==> src/hdl/abt_pkg.sv <==
// shared constants and types for the bus arbitration/transfer master
package abt_pkg;
   // widths
   localparam int ADDR_W = 18;
   localparam int DATA_W = 16;
   localparam int LEVELS = 4;
   // command codes on the user port
   localparam logic [2:0] CMD_READ = 3'h0;
   localparam logic [2:0] CMD_READ_PAUSE = 3'h1;
   localparam logic [2:0] CMD_WRITE = 3'h2;
   localparam logic [2:0] CMD_WRITE_BYTE = 3'h3;
   localparam logic [2:0] CMD_RMW = 3'h4;
   localparam logic [2:0] CMD_RMW_BYTE = 3'h5;
   localparam logic [2:0] CMD_VECTOR = 3'h6;
   // transfer direction codes driven on the control lines
   localparam logic [1:0] CTL_IN = 2'h0;
   localparam logic [1:0] CTL_IN_PAUSE = 2'h1;
   localparam logic [1:0] CTL_OUT = 2'h2;
   localparam logic [1:0] CTL_OUT_BYTE = 2'h3;
   // level select: 0 is the non-processor level, 1..4 the lower levels
   localparam logic [2:0] LVL_NONPROC = 3'h0;
   localparam logic [2:0] LVL_MAX = 3'h4;
   // timing
   localparam int CLK_MHZ = 200;
   localparam int ADDR_SETUP_NS = 150;
   localparam int DESKEW_NS = 75;
   localparam int ADDR_SETUP_CYC = (ADDR_SETUP_NS * CLK_MHZ + 999) / 1000;
   localparam int DESKEW_CYC = (DESKEW_NS * CLK_MHZ + 999) / 1000;
   localparam int TIMER_W = 8;
   // reset values
   localparam logic [DATA_W-1:0] DATA_RST = 16'h0000;
   localparam logic [ADDR_W-1:0] ADDR_RST = 18'h00000;

   typedef enum logic [3:0] {
      ST_IDLE,
      ST_REQUEST,
      ST_SELECTED,
      ST_SETUP,
      ST_SYNC,
      ST_DESKEW,
      ST_RELEASE_SYNC,
      ST_MODIFY,
      ST_DROP_BUS
   } abt_state_e;
endpackage : abt_pkg

==> src/hdl/abt_sync.sv <==
// two-flop synchroniser for pin inputs
`timescale 1ns/1ps
module abt_sync #(
   parameter int WIDTH = 1
) (
   // clock and reset
   input wire logic sys_clk,
   input wire logic nrst,
   // data
   input wire logic [WIDTH-1:0] din,
   output logic [WIDTH-1:0] dout
);
   logic [WIDTH-1:0] stage1;

   always_ff @(posedge sys_clk or negedge nrst)
   begin
      if (!nrst)
      begin
         stage1 <= '0;
         dout <= '0;
      end
      else
      begin
         stage1 <= din;
         dout <= stage1;
      end
   end
endmodule : abt_sync

==> src/hdl/abt_fifo.sv <==
// read-data fifo with registered head word
`timescale 1ns/1ps
module abt_fifo #(
   parameter int WIDTH = 16,
   parameter int DEPTH = 8
) (
   // clock and reset
   input wire logic sys_clk,
   input wire logic nrst,
   // fill side
   input wire logic inValid,
   output logic inReady,
   input wire logic [WIDTH-1:0] inData,
   // drain side
   output logic outValid,
   input wire logic outReady,
   output logic [WIDTH-1:0] outData
);
   localparam int PW = $clog2(DEPTH);
   localparam int CW = $clog2(DEPTH + 1);

   logic [WIDTH-1:0] mem [DEPTH];
   logic [PW-1:0] rdPtr;
   logic [PW-1:0] wrPtr;
   logic [CW-1:0] count;
   logic push;
   logic pop;
   logic loadHead;
   logic fromMem;
   logic bypass;
   logic toMem;
   logic [CW-1:0] next_count;

   assign push = inValid && inReady;
   assign pop = outValid && outReady;
   assign loadHead = !outValid || pop;
   assign fromMem = loadHead && (count != '0);
   // empty store and free head: word skips the array
   assign bypass = loadHead && (count == '0) && push;
   assign toMem = push && !bypass;

   always_comb
   begin
      next_count = count;
      if (toMem && !fromMem)
         next_count = count + CW'(1);
      else if (fromMem && !toMem)
         next_count = count - CW'(1);
   end

   always_ff @(posedge sys_clk)
   begin
      if (toMem)
         mem[wrPtr] <= inData;
   end

   always_ff @(posedge sys_clk or negedge nrst)
   begin
      if (!nrst)
      begin
         rdPtr <= '0;
         wrPtr <= '0;
         count <= '0;
      end
      else
      begin
         if (toMem)
            wrPtr <= (wrPtr == PW'(DEPTH - 1)) ? '0 : wrPtr + PW'(1);
         if (fromMem)
            rdPtr <= (rdPtr == PW'(DEPTH - 1)) ? '0 : rdPtr + PW'(1);
         count <= next_count;
      end
   end

   always_ff @(posedge sys_clk or negedge nrst)
   begin
      if (!nrst)
      begin
         outValid <= 1'b0;
         outData <= '0;
      end
      else if (loadHead)
      begin
         outValid <= fromMem || bypass;
         if (fromMem)
            outData <= mem[rdPtr];
         else if (bypass)
            outData <= inData;
      end
   end

   // head counts toward depth so full is honest
   always_ff @(posedge sys_clk or negedge nrst)
   begin
      if (!nrst)
         inReady <= 1'b0;
      else
         inReady <= (32'(next_count) + ((outValid && !pop) || fromMem
            || bypass ? 32'd1 : 32'd0)) < 32'(DEPTH);
   end
endmodule : abt_fifo

==> src/hdl/abt_bus_master.sv <==
// bus master: requests mastership, passes grants, runs one transfer (a read then a write for read-modify-write)
`timescale 1ns/1ps
module abt_bus_master
   import abt_pkg::*;
#(
   parameter int FIFO_DEPTH = 8
) (
   // clock and reset
   input wire logic sys_clk,
   input wire logic nrst,
   // user command port
   input wire logic cmdValid,
   output logic cmdReady,
   input wire logic [2:0] cmdOp,
   input wire logic [2:0] cmdLevel,
   input wire logic [ADDR_W-1:0] cmdAddr,
   input wire logic [DATA_W-1:0] cmdData,
   output logic cmdDone,
   output logic cmdError,
   // user read-data port
   output logic rspValid,
   input wire logic rspReady,
   output logic [DATA_W-1:0] rspData,
   // arbitration pins
   output logic nonproc_request,
   input wire logic nonproc_grant,
   output logic nonprocGrantPass,
   output logic [LEVELS-1:0] level_request_n,
   input wire logic [LEVELS-1:0] level_grant_n,
   output logic [LEVELS-1:0] levelGrantPass,
   output logic selection_ack,
   input wire logic busBusyIn,
   output logic busBusyOut,
   output logic busBusyOe_n,
   // transfer pins
   output logic [ADDR_W-1:0] busAddr,
   output logic busAddrOe_n,
   output logic [1:0] busCtl,
   input wire logic [DATA_W-1:0] busDataIn,
   output logic [DATA_W-1:0] busDataOut,
   output logic busDataOe_n,
   output logic master_sync,
   output logic interrupt_strobe,
   input wire logic slave_sync,
   // initialisation
   input wire logic busInit
);
   ////////////////////////////////////////////////////////////////////////
   // pin synchronisers
   logic [LEVELS+3:0] pinsRaw;
   logic [LEVELS+3:0] pinsSync;
   logic [DATA_W-1:0] dataSync;
   logic grantNpSync;
   logic [LEVELS-1:0] grantLvSync;
   logic busyNow;
   logic ssynNow;
   logic initNow;

   assign pinsRaw = {busInit, slave_sync, busBusyIn, nonproc_grant,
      level_grant_n};
   assign grantLvSync = pinsSync[LEVELS-1:0];
   assign grantNpSync = pinsSync[LEVELS];
   assign busyNow = pinsSync[LEVELS+1];
   assign ssynNow = pinsSync[LEVELS+2];
   assign initNow = pinsSync[LEVELS+3];

   abt_sync #(.WIDTH(LEVELS + 4)) u_pin_sync (
      .sys_clk(sys_clk),
      .nrst(nrst),
      .din(pinsRaw),
      .dout(pinsSync)
   );

   // data lines only sampled after slave_sync plus deskew, still synced
   abt_sync #(.WIDTH(DATA_W)) u_data_sync (
      .sys_clk(sys_clk),
      .nrst(nrst),
      .din(busDataIn),
      .dout(dataSync)
   );

   ////////////////////////////////////////////////////////////////////////
   // response fifo
   logic fifoPush;
   logic fifoReady;
   logic [DATA_W-1:0] fifoData;

   abt_fifo #(.WIDTH(DATA_W), .DEPTH(FIFO_DEPTH)) u_rsp_fifo (
      .sys_clk(sys_clk),
      .nrst(nrst),
      .inValid(fifoPush),
      .inReady(fifoReady),
      .inData(fifoData),
      .outValid(rspValid),
      .outReady(rspReady),
      .outData(rspData)
   );

   ////////////////////////////////////////////////////////////////////////
   // command latch
   abt_state_e state;
   logic [TIMER_W-1:0] timer;
   logic [2:0] op;
   logic [2:0] lvl;
   logic [DATA_W-1:0] wdata;
   logic [DATA_W-1:0] rdWord;
   logic writePhase;
   logic cmdTake;
   logic badCmd;
   logic grantSeen;
   logic isRead;
   logic isRmw;

   assign cmdTake = cmdValid && cmdReady;
   // vectors may not ride the non-processor level
   assign badCmd = (cmdLevel > LVL_MAX) || (cmdOp > CMD_VECTOR)
      || (cmdOp == CMD_VECTOR && cmdLevel == LVL_NONPROC);
   assign grantSeen = (lvl == LVL_NONPROC) ? grantNpSync
      : grantLvSync[lvl[1:0] - 2'h1];
   assign isRmw = (op == CMD_RMW) || (op == CMD_RMW_BYTE);
   assign isRead = (op == CMD_READ) || (op == CMD_READ_PAUSE)
      || (isRmw && !writePhase);
   // read words leave via the fifo during the deskew end of a read
   assign fifoPush = (state == ST_DESKEW) && isRead
      && (timer == '0) && !initNow;
   assign fifoData = dataSync;

   // ready only with fifo room, so a read never has nowhere to go
   always_ff @(posedge sys_clk or negedge nrst)
   begin
      if (!nrst)
         cmdReady <= 1'b0;
      else
         cmdReady <= (state == ST_IDLE) && !cmdTake && fifoReady
            && !initNow;
   end

   always_ff @(posedge sys_clk or negedge nrst)
   begin
      if (!nrst)
      begin
         op <= CMD_READ;
         lvl <= LVL_NONPROC;
         busAddr <= ADDR_RST;
         wdata <= DATA_RST;
      end
      else if (cmdTake)
      begin
         op <= cmdOp;
         lvl <= cmdLevel;
         busAddr <= cmdAddr;
         wdata <= cmdData;
      end
   end

   ////////////////////////////////////////////////////////////////////////
   // transfer sequencer
   always_ff @(posedge sys_clk or negedge nrst)
   begin
      if (!nrst)
      begin
         state <= ST_IDLE;
         timer <= '0;
         writePhase <= 1'b0;
         rdWord <= DATA_RST;
         cmdDone <= 1'b0;
         cmdError <= 1'b0;
      end
      else
      begin
         cmdDone <= 1'b0;
         cmdError <= 1'b0;
         if (timer != '0)
            timer <= timer - TIMER_W'(1);
         if (initNow)
         begin
            state <= ST_IDLE;
            writePhase <= 1'b0;
            timer <= '0;
         end
         else
         begin
            case (state)
               ST_IDLE:
                  if (cmdTake)
                  begin
                     writePhase <= 1'b0;
                     if (badCmd)
                        cmdError <= 1'b1;
                     else
                        state <= ST_REQUEST;
                  end
               ST_REQUEST:
                  if (grantSeen)
                     state <= ST_SELECTED;
               // grant designates only; wait for the old master to leave
               ST_SELECTED:
                  if (!busyNow && !ssynNow && !grantSeen)
                  begin
                     state <= ST_SETUP;
                     timer <= TIMER_W'(ADDR_SETUP_CYC);
                  end
               ST_SETUP:
                  if (timer == '0)
                     state <= ST_SYNC;
               ST_SYNC:
                  if (ssynNow)
                  begin
                     state <= ST_DESKEW;
                     timer <= TIMER_W'(DESKEW_CYC);
                  end
               ST_DESKEW:
                  if (timer == '0)
                  begin
                     if (isRead)
                        rdWord <= dataSync;
                     state <= ST_RELEASE_SYNC;
                  end
               // strobe dropped; slave must answer by dropping its own
               ST_RELEASE_SYNC:
                  if (!ssynNow)
                     state <= (isRmw && !writePhase) ? ST_MODIFY
                        : ST_DROP_BUS;
               ST_MODIFY:
               begin
                  writePhase <= 1'b1;
                  state <= ST_SETUP;
                  timer <= TIMER_W'(ADDR_SETUP_CYC);
               end
               ST_DROP_BUS:
               begin
                  state <= ST_IDLE;
                  cmdDone <= 1'b1;
               end
               default:
                  state <= ST_IDLE;
            endcase
         end
      end
   end

   ////////////////////////////////////////////////////////////////////////
   // arbitration pins
   logic reqOn;
   logic holdGrant;

   assign reqOn = (state == ST_REQUEST);
   // claimed grant blocked until the arbiter drops it
   assign holdGrant = (state == ST_REQUEST) || (state == ST_SELECTED);

   always_ff @(posedge sys_clk or negedge nrst)
   begin
      if (!nrst)
      begin
         nonproc_request <= 1'b0;
         level_request_n <= '0;
         nonprocGrantPass <= 1'b0;
         levelGrantPass <= '0;
         selection_ack <= 1'b0;
      end
      else
      begin
         nonproc_request <= reqOn && (lvl == LVL_NONPROC) && !initNow;
         for (int i = 0; i < LEVELS; i++)
         begin
            level_request_n[i] <= reqOn && !initNow
               && (lvl == 3'(i + 1));
            levelGrantPass[i] <= grantLvSync[i]
               && !(holdGrant && lvl == 3'(i + 1));
         end
         nonprocGrantPass <= grantNpSync
            && !(holdGrant && lvl == LVL_NONPROC);
         selection_ack <= (state == ST_SELECTED || (reqOn && grantSeen))
            && !initNow;
      end
   end

   ////////////////////////////////////////////////////////////////////////
   // transfer pins
   logic ownBus;
   logic driveData;
   logic isVector;
   logic byteOut;

   assign ownBus = (state == ST_SETUP) || (state == ST_SYNC)
      || (state == ST_DESKEW) || (state == ST_RELEASE_SYNC)
      || (state == ST_MODIFY);
   assign isVector = (op == CMD_VECTOR);
   assign byteOut = (op == CMD_WRITE_BYTE) || (op == CMD_RMW_BYTE);
   assign driveData = ownBus && !isRead;

   always_ff @(posedge sys_clk or negedge nrst)
   begin
      if (!nrst)
      begin
         busBusyOut <= 1'b0;
         busBusyOe_n <= 1'b1;
         busAddrOe_n <= 1'b1;
         busCtl <= CTL_IN;
         busDataOut <= DATA_RST;
         busDataOe_n <= 1'b1;
         master_sync <= 1'b0;
         interrupt_strobe <= 1'b0;
      end
      else
      begin
         busBusyOut <= ownBus && !initNow;
         busBusyOe_n <= !(ownBus && !initNow);
         busAddrOe_n <= !(ownBus && !isVector && !initNow);
         busDataOe_n <= !(driveData && !initNow);
         if (isVector)
            busCtl <= CTL_IN;
         else if (isRmw && writePhase)
            busCtl <= byteOut ? CTL_OUT_BYTE : CTL_OUT;
         else if (isRmw || op == CMD_READ_PAUSE)
            busCtl <= CTL_IN_PAUSE;
         else if (op == CMD_READ)
            busCtl <= CTL_IN;
         else
            busCtl <= byteOut ? CTL_OUT_BYTE : CTL_OUT;
         // rmw writes back read word xored with the user mask
         busDataOut <= (isRmw && writePhase) ? (rdWord ^ wdata) : wdata;
         master_sync <= (state == ST_SYNC || state == ST_DESKEW)
            && !isVector && !initNow;
         interrupt_strobe <= (state == ST_SYNC || state == ST_DESKEW)
            && isVector && !initNow;
      end
   end
endmodule : abt_bus_master

==> config.mk <==
export PLATFORM = sky130hd
export DESIGN_NAME = abt_bus_master
export DESIGN_NICKNAME = d
export VERILOG_FILES = /design/src/hdl/abt_pkg.sv /design/src/hdl/abt_sync.sv /design/src/hdl/abt_fifo.sv /design/src/hdl/abt_bus_master.sv
export SDC_FILE = /design/constraint.sdc
export NUM_CORES = 1
export LEC_CHECK = 0
export CORE_ASPECT_RATIO = 1.75
export CORE_MARGIN = 5
export CORE_UTILIZATION = 63
export DETAILED_ROUTE_END_ITERATION = 12
export DONT_BUFFER_PORTS = 1
export PLACE_DENSITY = 0.79
export SLEW_MARGIN = 30
export SYNTH_ARGS = -nofsm -noshare
export SYNTH_HDL_FRONTEND = slang
export SYNTH_SLANG_ARGS = --single-unit
==> constraint.sdc <==
create_clock -name sys_clk -period 3.8 [get_ports sys_clk]
set_input_delay 0 -clock sys_clk [delete_from_list [all_inputs] [get_ports sys_clk]]
set_output_delay 0 -clock sys_clk [all_outputs]
set_load 0.02 [all_outputs]
==> results.json, run 1 <==
{
  "die_y_microns": 192,
  "nNetsFinal": 919,
  "final-setup-viol-count": 0,
  "crit_path_start_kind": "register",
  "max_cap_viol_count": 0,
  "dp_hpwl_mm": 15.6,
  "clkLatencyLatePin_ns": 0.53,
  "synth_top_flop_cell": "dfrtp_1",
  "cp.required_ns": 4.02,
  "die_x_microns": 114,
  "yosysWarnings": 0,
  "cts_tree": "yes",
  "synth-edff-count": 128,
  "critPathLaunch": "u_pin_sync.dout[7]$_DFF_PN0_",
  "leakage_nw": 5.47,
  "dieArea_sq_um": 22000,
  "worstSetupEndpointType": "register",
  "tightest_slew_ns": 0.834,
  "hp-class": "in2async",
  "dpl-instance-area_sq_um": 12300,
  "critical_path_class": "reg2reg",
  "arrival_ns": 3.07,
  "ant_nets": 0,
  "max_stage_delay_ns": 0.59,
  "cp_max_fo": 19,
  "finalSetupTns_ns": 0,
  "slew_headroom": 0.444,
  "drv_slew": 0,
  "hold_viol": 183,
  "rr_startpoint": "u_pin_sync.dout[7]$_DFF_PN0_",
  "grt_pass1_vias": 7152,
  "coreArea_sq_um": 18700,
  "ir_drop_uv": 617,
  "syn_area_sq_um": 12000,
  "hold_slack_ns": -0.846,
  "ys_seq_area_frac": 0.703,
  "root_buffer": "clkbuf_16",
  "grt_max_degree": 184,
  "instances_no_fill": 1097,
  "reg2reg_to": "u_rsp_fifo.mem[4][4]$_DFFE_PP_",
  "fillers": 1096,
  "synth_area_per_cell_sq_um": 15.7,
  "dr.pass1.iters": 5,
  "num_vias": 6526,
  "max_freq_mhz": 350,
  "synth-seq-cells": 311,
  "cts.path.max_buffers": 3,
  "io_pins": 141,
  "fin_crit_ns": 2.85,
  "skew_ns": 0.0139,
  "drive_gt1_frac": 0.209,
  "via_per_inst": 5.95,
  "antenna_found_initial": 1,
  "route.detailed.drc": 0,
  "drt_wl_total_mm": 24.5,
  "cts_buffers": 26,
  "cp_common_cell": "or3_4",
  "netlist.area_leader.share": 0.376,
  "h-tree-depth": 1,
  "synth_common_cells": "180 x dfrtp_1, 128 x edfxtp_1, 68 x nand2_1",
  "postCtsResizedCells": 0,
  "wl_per_cell_microns": 22.3,
  "multiInputGateArea_sq_um": 3390,
  "grt_util_all_layers": 0.234,
  "finalCritPeriodShare": 0.751,
  "status": "finished with violations",
  "synth_cell_types": 60,
  "rows": 66,
  "cts.sinks": 311,
  "power_mw": 10.1,
  "cpMaxStageDelayCell": "dfrtp_1",
  "grt_first_pass_wirelength_mm": 39.8,
  "dpl.cell_count": 980,
  "netlist_instances": 761,
  "violations": "hold timing",
  "regArea_sq_um": 8430,
  "power.density_nw_per_um2": 722,
  "clkTransAtPathRegs_ns": 0.07,
  "synth.largest_area_cell": "dfrtp_1",
  "initial_utilization": 0.642,
  "r2r.worst_path.cells": 6,
  "r2r_slack_ns": 0.95,
  "syn_nets": 842,
  "placement.io_buffers": 0,
  "stdcell_area_sq_um": 13900,
  "synth_area_leaders": "dfrtp_1 38%, edfxtp_1 32%, mux4_2 6.0%",
  "area_growth_pct": 16.2,
  "drtIter0Drc": 457,
  "worstPathCellList": "nor4b_4 -> nand3_2 -> or3_4 -> or3_4 -> nor3b_2 -> buf_4",
  "rsz0062_at_grt": "false",
  "synthArstFlopShare": 0.588,
  "gp_congestion": 0.879,
  "gr-total-overflow": 0,
  "yosysMostFrequentCell": "dfrtp_1"
}
==> state kept, by name (all words and copies together), names as in the netlist, 2 cells and up <==
signal              flops
u_rsp_fifo.mem        128
busAddr                18
busDataOut             16
rdWord                 16
u_data_sync.dout       16
u_data_sync.stage1     16
u_rsp_fifo.outData     16
wdata                  16
timer                   8
u_pin_sync.dout         8
u_pin_sync.stage1       8
levelGrantPass          4
level_request_n         4
state                   4
u_rsp_fifo.count        4
lvl                     3
op                      3
u_rsp_fifo.rdPtr        3
u_rsp_fifo.wrPtr        3
busCtl                  2
==> cell families after synthesis <==
logic type	count (synthesis)	share of synthesized area
AO/OA/AOI/OAI	88	0.0438
XOR/XNOR	28	0.0205
adder cells (fa/ha/maj)	13	0.0136
buffers and inverters	46	0.0168
flip-flops	311	0.703
multiplexers	109	0.131
AND/OR/NAND/NOR	166	0.0714
==> critical path: cells and delay by family (launching register included) <==
family	cells	cell delay, ns
DFF	1	0.59
and+or+nand+nor	5	1.67
buffers and inverters	1	0.27
==> layout make-up <==
| type | instances | share of cell area |
|---|---|---|
| inverters | 12 | 0.00323 |
| repair buffers | 83 | 0.0570 |
| clock buffers | 34 | 0.0519 |
| diodes | 1 | 0.000180 |
| clock inverters | 14 | 0.0173 |
| flip-flops and latches | 311 | 0.605 |
| well taps | 238 | 0.0214 |
| multi-input cells | 404 | 0.244 |
==> layer usage <==
layer	share of wire	wire, microns	track usage	up-vias
li1	-	-	-	2917
met1	0.37	8990	0.279	3344
met2	0.55	13500	0.424	210
met3	0.049	1190	0.0411	55
met4	0.033	801	0.0841	0
met5	0	0	0	-
==> power breakdown <==
| group | switching [mW] | internal, mW | total [mW] |
|---|---|---|---|
| clock network | 1.17 | 1.77 | 2.94 |
| logic | 0.948 | 1.08 | 2.03 |
| registers | 1.02 | 4.07 | 5.09 |
| total | 3.14 | 6.92 | 10.1 |
==> worst max path at each step <==
| stage | to | slack [ns] | cells past startpoint |
|---|---|---|---|
| after floorplan | u_rsp_fifo.mem[0][0]$_DFFE_PP_ | 0.57 | 6 |
| after CTS | u_rsp_fifo.mem[4][4]$_DFFE_PP_ | 0.97 | 6 |
| after detailed placement | u_rsp_fifo.mem[4][9]$_DFFE_PP_ | 0.98 | 6 |
| final | u_rsp_fifo.mem[4][4]$_DFFE_PP_ | 0.95 | 6 |
| after global placement | u_rsp_fifo.mem[4][8]$_DFFE_PP_ | 1.07 | 6 |
| after global routing | u_rsp_fifo.mem[4][12]$_DFFE_PP_ | 0.71 | 6 |
==> placed cells by master (no fill, tap or decap), types with 6 or more instances in the layout <==
master / Yosys / final
nor2b_1: 7 / 7
ha_1: 13 / 13
bufinv_16: 0 / 6
o21ai_0: 44 / 43
xnor2_1: 24 / 24
buf_4: 2 / 15
mux4_2: 32 / 32
mux2i_1: 16 / 16
nand2b_1: 9 / 9
inv_1: 12 / 12
nand2_1: 68 / 67
o21a_1: 6 / 6
nor2_1: 31 / 31
dlygate4sd3_1: 0 / 68
clkbuf_16: 0 / 27
mux2_2: 61 / 61
dfrtp_1: 180 / 178
edfxtp_1: 128 / 128
nor3_1: 13 / 9
a21oi_1: 15 / 15
==> through the flow <==
| stage | util | hold slack [ns] | setup WS (ns) |
|---|---|---|---|
| after global placement | 0.658 | -0.290 | 1.07 |
| after CTS | 0.745 | -0.863 | 0.967 |
| after global routing | 0.746 | -0.867 | 0.714 |
| after floorplan | - | -0.296 | 0.569 |
| final | 0.746 | -0.846 | 0.946 |
| after detailed placement | 0.658 | -0.290 | 0.982 |
==> repair_timing <==
item	CTS	global route
buffers inserted	0	0
hold buffers	67	1
hold endpoints to repair	253	184
Power figures use the tool's default switching activity.
==> run 2: changes to the inputs <==
--- a/config.mk
+++ b/config.mk
@@ -7,10 +7,10 @@
 export LEC_CHECK = 0
 export CORE_ASPECT_RATIO = 1.75
 export CORE_MARGIN = 5
-export CORE_UTILIZATION = 63
+export CORE_UTILIZATION = 57
 export DETAILED_ROUTE_END_ITERATION = 12
 export DONT_BUFFER_PORTS = 1
-export PLACE_DENSITY = 0.79
+export PLACE_DENSITY = 0.75
 export SLEW_MARGIN = 30
 export SYNTH_ARGS = -nofsm -noshare
 export SYNTH_HDL_FRONTEND = slang
==> constraint.sdc (replaced) <==
create_clock -name sys_clk -period 2.62 [get_ports sys_clk]
set_input_delay 0 -clock sys_clk [delete_from_list [all_inputs] [get_ports sys_clk]]
set_output_delay 0 -clock sys_clk [all_outputs]
set_load 0.02 [all_outputs]
==> results.json, run 2 (synthesis gave the netlist of run 1 again) <==
{
  "clkLatencyLatePin_ns": 0.54,
  "cts_buffers": 26,
  "cts-hold-fix-buffers": 70,
  "violations": "hold timing",
  "finalSetupTns_ns": 0,
  "gr-total-overflow": 0,
  "dr.pass1.iters": 4,
  "stdcell_area_sq_um": 14000,
  "cp_max_fo": 16,
  "drtIter0Drc": 369,
  "fin_util": 0.673,
  "dp_hpwl_mm": 16.2,
  "cts_tree": "yes",
  "grt_first_pass_wirelength_mm": 39.6,
  "p_clk_frac": 0.272,
  "grt_max_degree": 184,
  "dpl-instance-area_sq_um": 12400,
  "slew_headroom": 0.569,
  "r2r.worst_path.cells": 6,
  "finalCritPeriodShare": 0.960,
  "max_cap_viol_count": 0,
  "insertedDiodeCount": 0,
  "skew_ns": 0.0154,
  "coreArea_sq_um": 20800,
  "arrival_ns": 2.76,
  "p_sw_frac": 0.316,
  "drt_wl_total_mm": 24.5,
  "status": "finished with violations",
  "area_growth_pct": 17.1,
  "fin_crit_ns": 2.52,
  "h-tree-depth": 1,
  "rsz0062_at_grt": "false",
  "p_int_mw": 9.81,
  "grt_util_all_layers": 0.209,
  "cp.required_ns": 2.86,
  "tightest_slew_ns": 0.638,
  "critical_path_class": "reg2reg",
  "p_seq_frac": 0.502,
  "dieArea_sq_um": 24100,
  "hold_slack_ns": -0.831,
  "cts.path.max_buffers": 3,
  "root_buffer": "clkbuf_16",
  "io_pins": 141,
  "leakage_nw": 5.52,
  "rows": 70,
  "antenna_found_initial": 0,
  "cts.sinks": 311,
  "grt_pass1_vias": 7315,
  "crit_path_start_kind": "register",
  "layout_common_cells": "179 x dfrtp_1, 128 x edfxtp_1, 70 x dlygate4sd3_1, 67 x nand2_1, 61 x mux2_2",
  "reg_top3": "u_rsp_fifo.mem x128, busAddr x18",
  "max_freq_mhz": 397,
  "final-setup-viol-count": 0,
  "die_y_microns": 202,
  "ant_nets": 0,
  "p_comb_frac": 0.226,
  "largest_reg_flops": 128,
  "drive_gt1_frac": 0.218,
  "final_common_cell": "dfrtp_1",
  "clkTransAtPathRegs_ns": 0.07,
  "regMostFlops": "u_rsp_fifo.mem",
  "switchingPower_mw": 4.53,
  "num_vias": 6533,
  "nNetsFinal": 934,
  "route.detailed.drc": 0,
  "power.density_nw_per_um2": 1020,
  "worstSetupEndpointType": "register",
  "hold_viol": 183,
  "drv_slew": 0,
  "ir_drop_uv": 769,
  "initial_utilization": 0.575,
  "gp_congestion": 0.849,
  "fillers": 1362,
  "via_per_inst": 5.81,
  "placement.io_buffers": 0,
  "hp-class": "in2async",
  "wl_per_cell_microns": 21.8,
  "die_x_microns": 120
}
## run 2: cell count changes in the layout (fill, tap and decap cells not counted), sizes merged
cell         before  now
bufinv            6    2
buf              15   28
dlygate4sd3      68   70
diode             1    0
clkbuf           34   38
## run 2: power by group through the flow
stage / clock network, mW / logic (mW) / registers, mW
after detailed placement: 0 / 3.13 / 7.29
after global routing: 4.21 / 3.58 / 7.31
after CTS: 3.98 / 3.23 / 7.20
final: 3.90 / 3.24 / 7.20
after global placement: 0 / 2.97 / 7.24
after floorplan: 0 / 2.51 / 6.99
## run 2: path summary, 6_finish.rpt
path	startpoint	to	slack [ns]
hold reg to reg	u_pin_sync.stage1[1]$_DFF_PN0_	u_pin_sync.dout[1]$_DFF_PN0_	0.35
min in group sys_clk	busDataIn[14]	u_data_sync.stage1[14]$_DFF_PN0_	0.01
setup reg to reg	timer[6]$_DFF_PN0_	u_rsp_fifo.mem[4][3]$_DFFE_PP_	0.10
max in group asynchronous	nrst	busAddrOe_n$_DFF_PN1_	3.23
hold / removal	nrst	timer[2]$_DFF_PN0_	-0.83
setup / recovery	timer[6]$_DFF_PN0_	u_rsp_fifo.mem[4][3]$_DFFE_PP_	0.10
## run 2: cell type report
class	count	area [sq um]	area share
repair buffers	98	973	0.0694
flip-flops and latches	311	8430	0.601
well taps	252	315	0.0225
clock inverters	10	119	0.00847
clock buffers	38	761	0.0542
multi-input cells	404	3390	0.242
inverters	12	45.0	0.00321
## run 2: per-layer routing
metal	wire length (microns)	global-route usage	part of all wire
met5	0	0	0
met3	1320	0.0451	0.054
met2	13300	0.379	0.54
met4	969	0.0881	0.040
met1	8910	0.239	0.36
## run 2: through the flow
step / power (mW) / std cells / setup slack [ns]
after global routing: 15.1 / 1125 / 0.00581
after global placement: 10.2 / 1007 / 0.153
after CTS: 14.4 / 1125 / 0.0959
after detailed placement: 10.4 / 1007 / 0.107
final: 14.3 / 1125 / 0.104
after floorplan: 9.50 / 761 / -0.193
## run 2: timing repair
item	4_1_cts	5_1_grt
hold endpoints to repair	253	183
setup buffers	0	0
resized for setup	0	0
## run 2: critical path: stages (launching register included)
cell and delay [ns]:
dfrtp_1 0.42, nor4_2 0.37, nand3_2 0.13, or3_4 0.40, or3_4 0.42, nor3b_2 0.29, buf_12 0.20
==> run 3: changes to the inputs <==
--- a/config.mk
+++ b/config.mk
@@ -7,10 +7,10 @@
 export LEC_CHECK = 0
 export CORE_ASPECT_RATIO = 1.75
 export CORE_MARGIN = 5
-export CORE_UTILIZATION = 57
+export CORE_UTILIZATION = 63
 export DETAILED_ROUTE_END_ITERATION = 12
 export DONT_BUFFER_PORTS = 1
-export PLACE_DENSITY = 0.75
+export PLACE_DENSITY = 0.79
 export SLEW_MARGIN = 30
 export SYNTH_ARGS = -nofsm -noshare
 export SYNTH_HDL_FRONTEND = slang
==> constraint.sdc (replaced) <==
create_clock -name sys_clk -period 2.85 [get_ports sys_clk]
set_input_delay 0 -clock sys_clk [delete_from_list [all_inputs] [get_ports sys_clk]]
set_output_delay 0 -clock sys_clk [all_outputs]
set_load 0.02 [all_outputs]
==> results.json, run 3 (synthesis gave the netlist of run 1 again) <==
{
  "gp_congestion": 0.895,
  "cts-hold-fix-buffers": 66,
  "hp-class": "in2async",
  "wl_per_cell_microns": 23.3,
  "insertedDiodeCount": 0,
  "route.detailed.drc": 0,
  "dieArea_sq_um": 22000,
  "die_x_microns": 114,
  "coreArea_sq_um": 18700,
  "gr-total-overflow": 0,
  "grt_util_all_layers": 0.244,
  "dr.pass1.iters": 5,
  "drt_wl_total_mm": 25.7,
  "pre_cts_slack_ns": 0.173,
  "initial_utilization": 0.642,
  "cts.sinks": 311,
  "grt_first_pass_wirelength_mm": 41.1,
  "rsz0062_at_grt": "false",
  "power.density_nw_per_um2": 955,
  "cts.path.max_buffers": 3,
  "nNetsFinal": 925,
  "leakage_nw": 5.49,
  "r2r_slack_ns": 0.16,
  "clkTransAtPathRegs_ns": 0.07,
  "dp_hpwl_mm": 16.3,
  "hold_viol": 183,
  "ant_nets": 0,
  "tightest_slew_ns": 0.647,
  "skew_ns": 0.0155,
  "layout_setup_ws_ns": 0.159,
  "clkLatencyLatePin_ns": 0.53,
  "violations": "hold timing",
  "grt_pass1_vias": 7422,
  "drv_slew": 0,
  "hold_slack_ns": -0.845,
  "reg_top3": "u_rsp_fifo.mem x128, busAddr x18",
  "root_buffer": "clkbuf_16",
  "largest_reg_flops": 128,
  "status": "finished with violations",
  "layout_common_cells": "179 x dfrtp_1, 128 x edfxtp_1, 67 x nand2_1, 66 x dlygate4sd3_1, 61 x mux2_2",
  "final_common_cell": "dfrtp_1",
  "critical_path_class": "reg2reg",
  "max_cap_viol_count": 0,
  "placement.io_buffers": 0,
  "crit_path_start_kind": "register",
  "worstSetupEndpointType": "register",
  "via_per_inst": 6.01,
  "rr_startpoint": "timer[4]$_DFF_PN0_",
  "drive_gt1_frac": 0.221,
  "drtIter0Drc": 480,
  "reg2reg_to": "u_rsp_fifo.mem[4][4]$_DFFE_PP_",
  "regMostFlops": "u_rsp_fifo.mem",
  "arrival_ns": 2.93,
  "cts_buffers": 27,
  "num_vias": 6624,
  "area_growth_pct": 16.5,
  "die_y_microns": 192,
  "final-setup-viol-count": 0,
  "antenna_found_initial": 0,
  "io_pins": 141,
  "slew_headroom": 0.569,
  "post_cts_buffers": 0,
  "fin_crit_ns": 2.69,
  "finalCritPeriodShare": 0.944,
  "cts_tree": "yes",
  "max_freq_mhz": 372,
  "rows": 66,
  "grt_max_degree": 184,
  "cp.required_ns": 3.09,
  "ir_drop_uv": 889,
  "h-tree-depth": 1,
  "r2r.worst_path.cells": 6,
  "cp_max_fo": 16
}
run 3: worst max path at each step:
stage / slack, ns / end / from
after detailed placement: 0.17 / u_rsp_fifo.mem[4][8]$_DFFE_PP_ / timer[6]$_DFF_PN0_
after global placement: 0.28 / u_rsp_fifo.mem[4][8]$_DFFE_PP_ / timer[6]$_DFF_PN0_
after floorplan: -0.38 / u_rsp_fifo.mem[0][0]$_DFFE_PP_ / u_pin_sync.dout[7]$_DFF_PN0_
after global routing: 0.06 / u_rsp_fifo.mem[4][5]$_DFFE_PP_ / timer[4]$_DFF_PN0_
final: 0.16 / u_rsp_fifo.mem[4][4]$_DFFE_PP_ / timer[4]$_DFF_PN0_
after CTS: 0.13 / u_rsp_fifo.mem[4][6]$_DFFE_PP_ / timer[4]$_DFF_PN0_
run 3: power by group:
part | total (mW) | leakage, nW | switching, mW | internal [mW]
Sequential | 6.67 | 3.39 | 1.24 | 5.43
Clock | 3.72 | 0.468 | 1.57 | 2.16
Combinational | 2.93 | 1.64 | 1.45 | 1.49
Total | 13.3 | 5.49 | 4.25 | 9.07
run 3: timing repair:
item                       4_1_cts  5_1_grt
hold endpoints to repair       254      183
gates resized for setup          0        1
setup endpoints to repair        0       16
run 3: per-layer routing:
metal | wire [microns] | vias to the layer above | track usage | share of wire
met2 | 14800 | 232 | 0.466 | 0.57
met3 | 1330 | 53 | 0.0408 | 0.052
met1 | 8930 | 3406 | 0.279 | 0.35
met5 | 0 | - | 0 | 0
li1 | - | 2933 | - | -
met4 | 665 | 0 | 0.0631 | 0.026
run 3: cell type report:
type	count	area [sq um]
Tap cell	238	298
Sequential cell	311	8430
Timing Repair Buffer	88	851
Clock inverter	9	55.1
Clock buffer	41	887
Multi-Input combinational cell	404	3400
Inverter	12	45.0
Fill cell	1117	4700
run 3: critical path, cell delays in order (launching register included):
cell and delay (ns):
dfrtp_1 0.45, nor4_4 0.34, nand3_2 0.19, or3_4 0.49
or3_4 0.44, nor3b_2 0.29, buf_12 0.20
run 3: through the flow:
| stage | instance area, sq um | util | std cells | total power, mW | TNS (ns) |
|---|---|---|---|---|---|
| 2_1_floorplan | 12000 | - | 761 | 8.73 | -24.34 |
| 3_3_place_gp | 12300 | 0.662 | 987 | 9.32 | 0 |
| 3_5_place_dp | 12300 | 0.662 | 987 | 9.53 | 0 |
| 4_1_cts | 14000 | 0.748 | 1103 | 13.4 | 0 |
| 5_1_grt | 14000 | 0.748 | 1103 | 14.0 | 0 |
| 6_report | 14000 | 0.748 | 1103 | 13.3 | 0 |
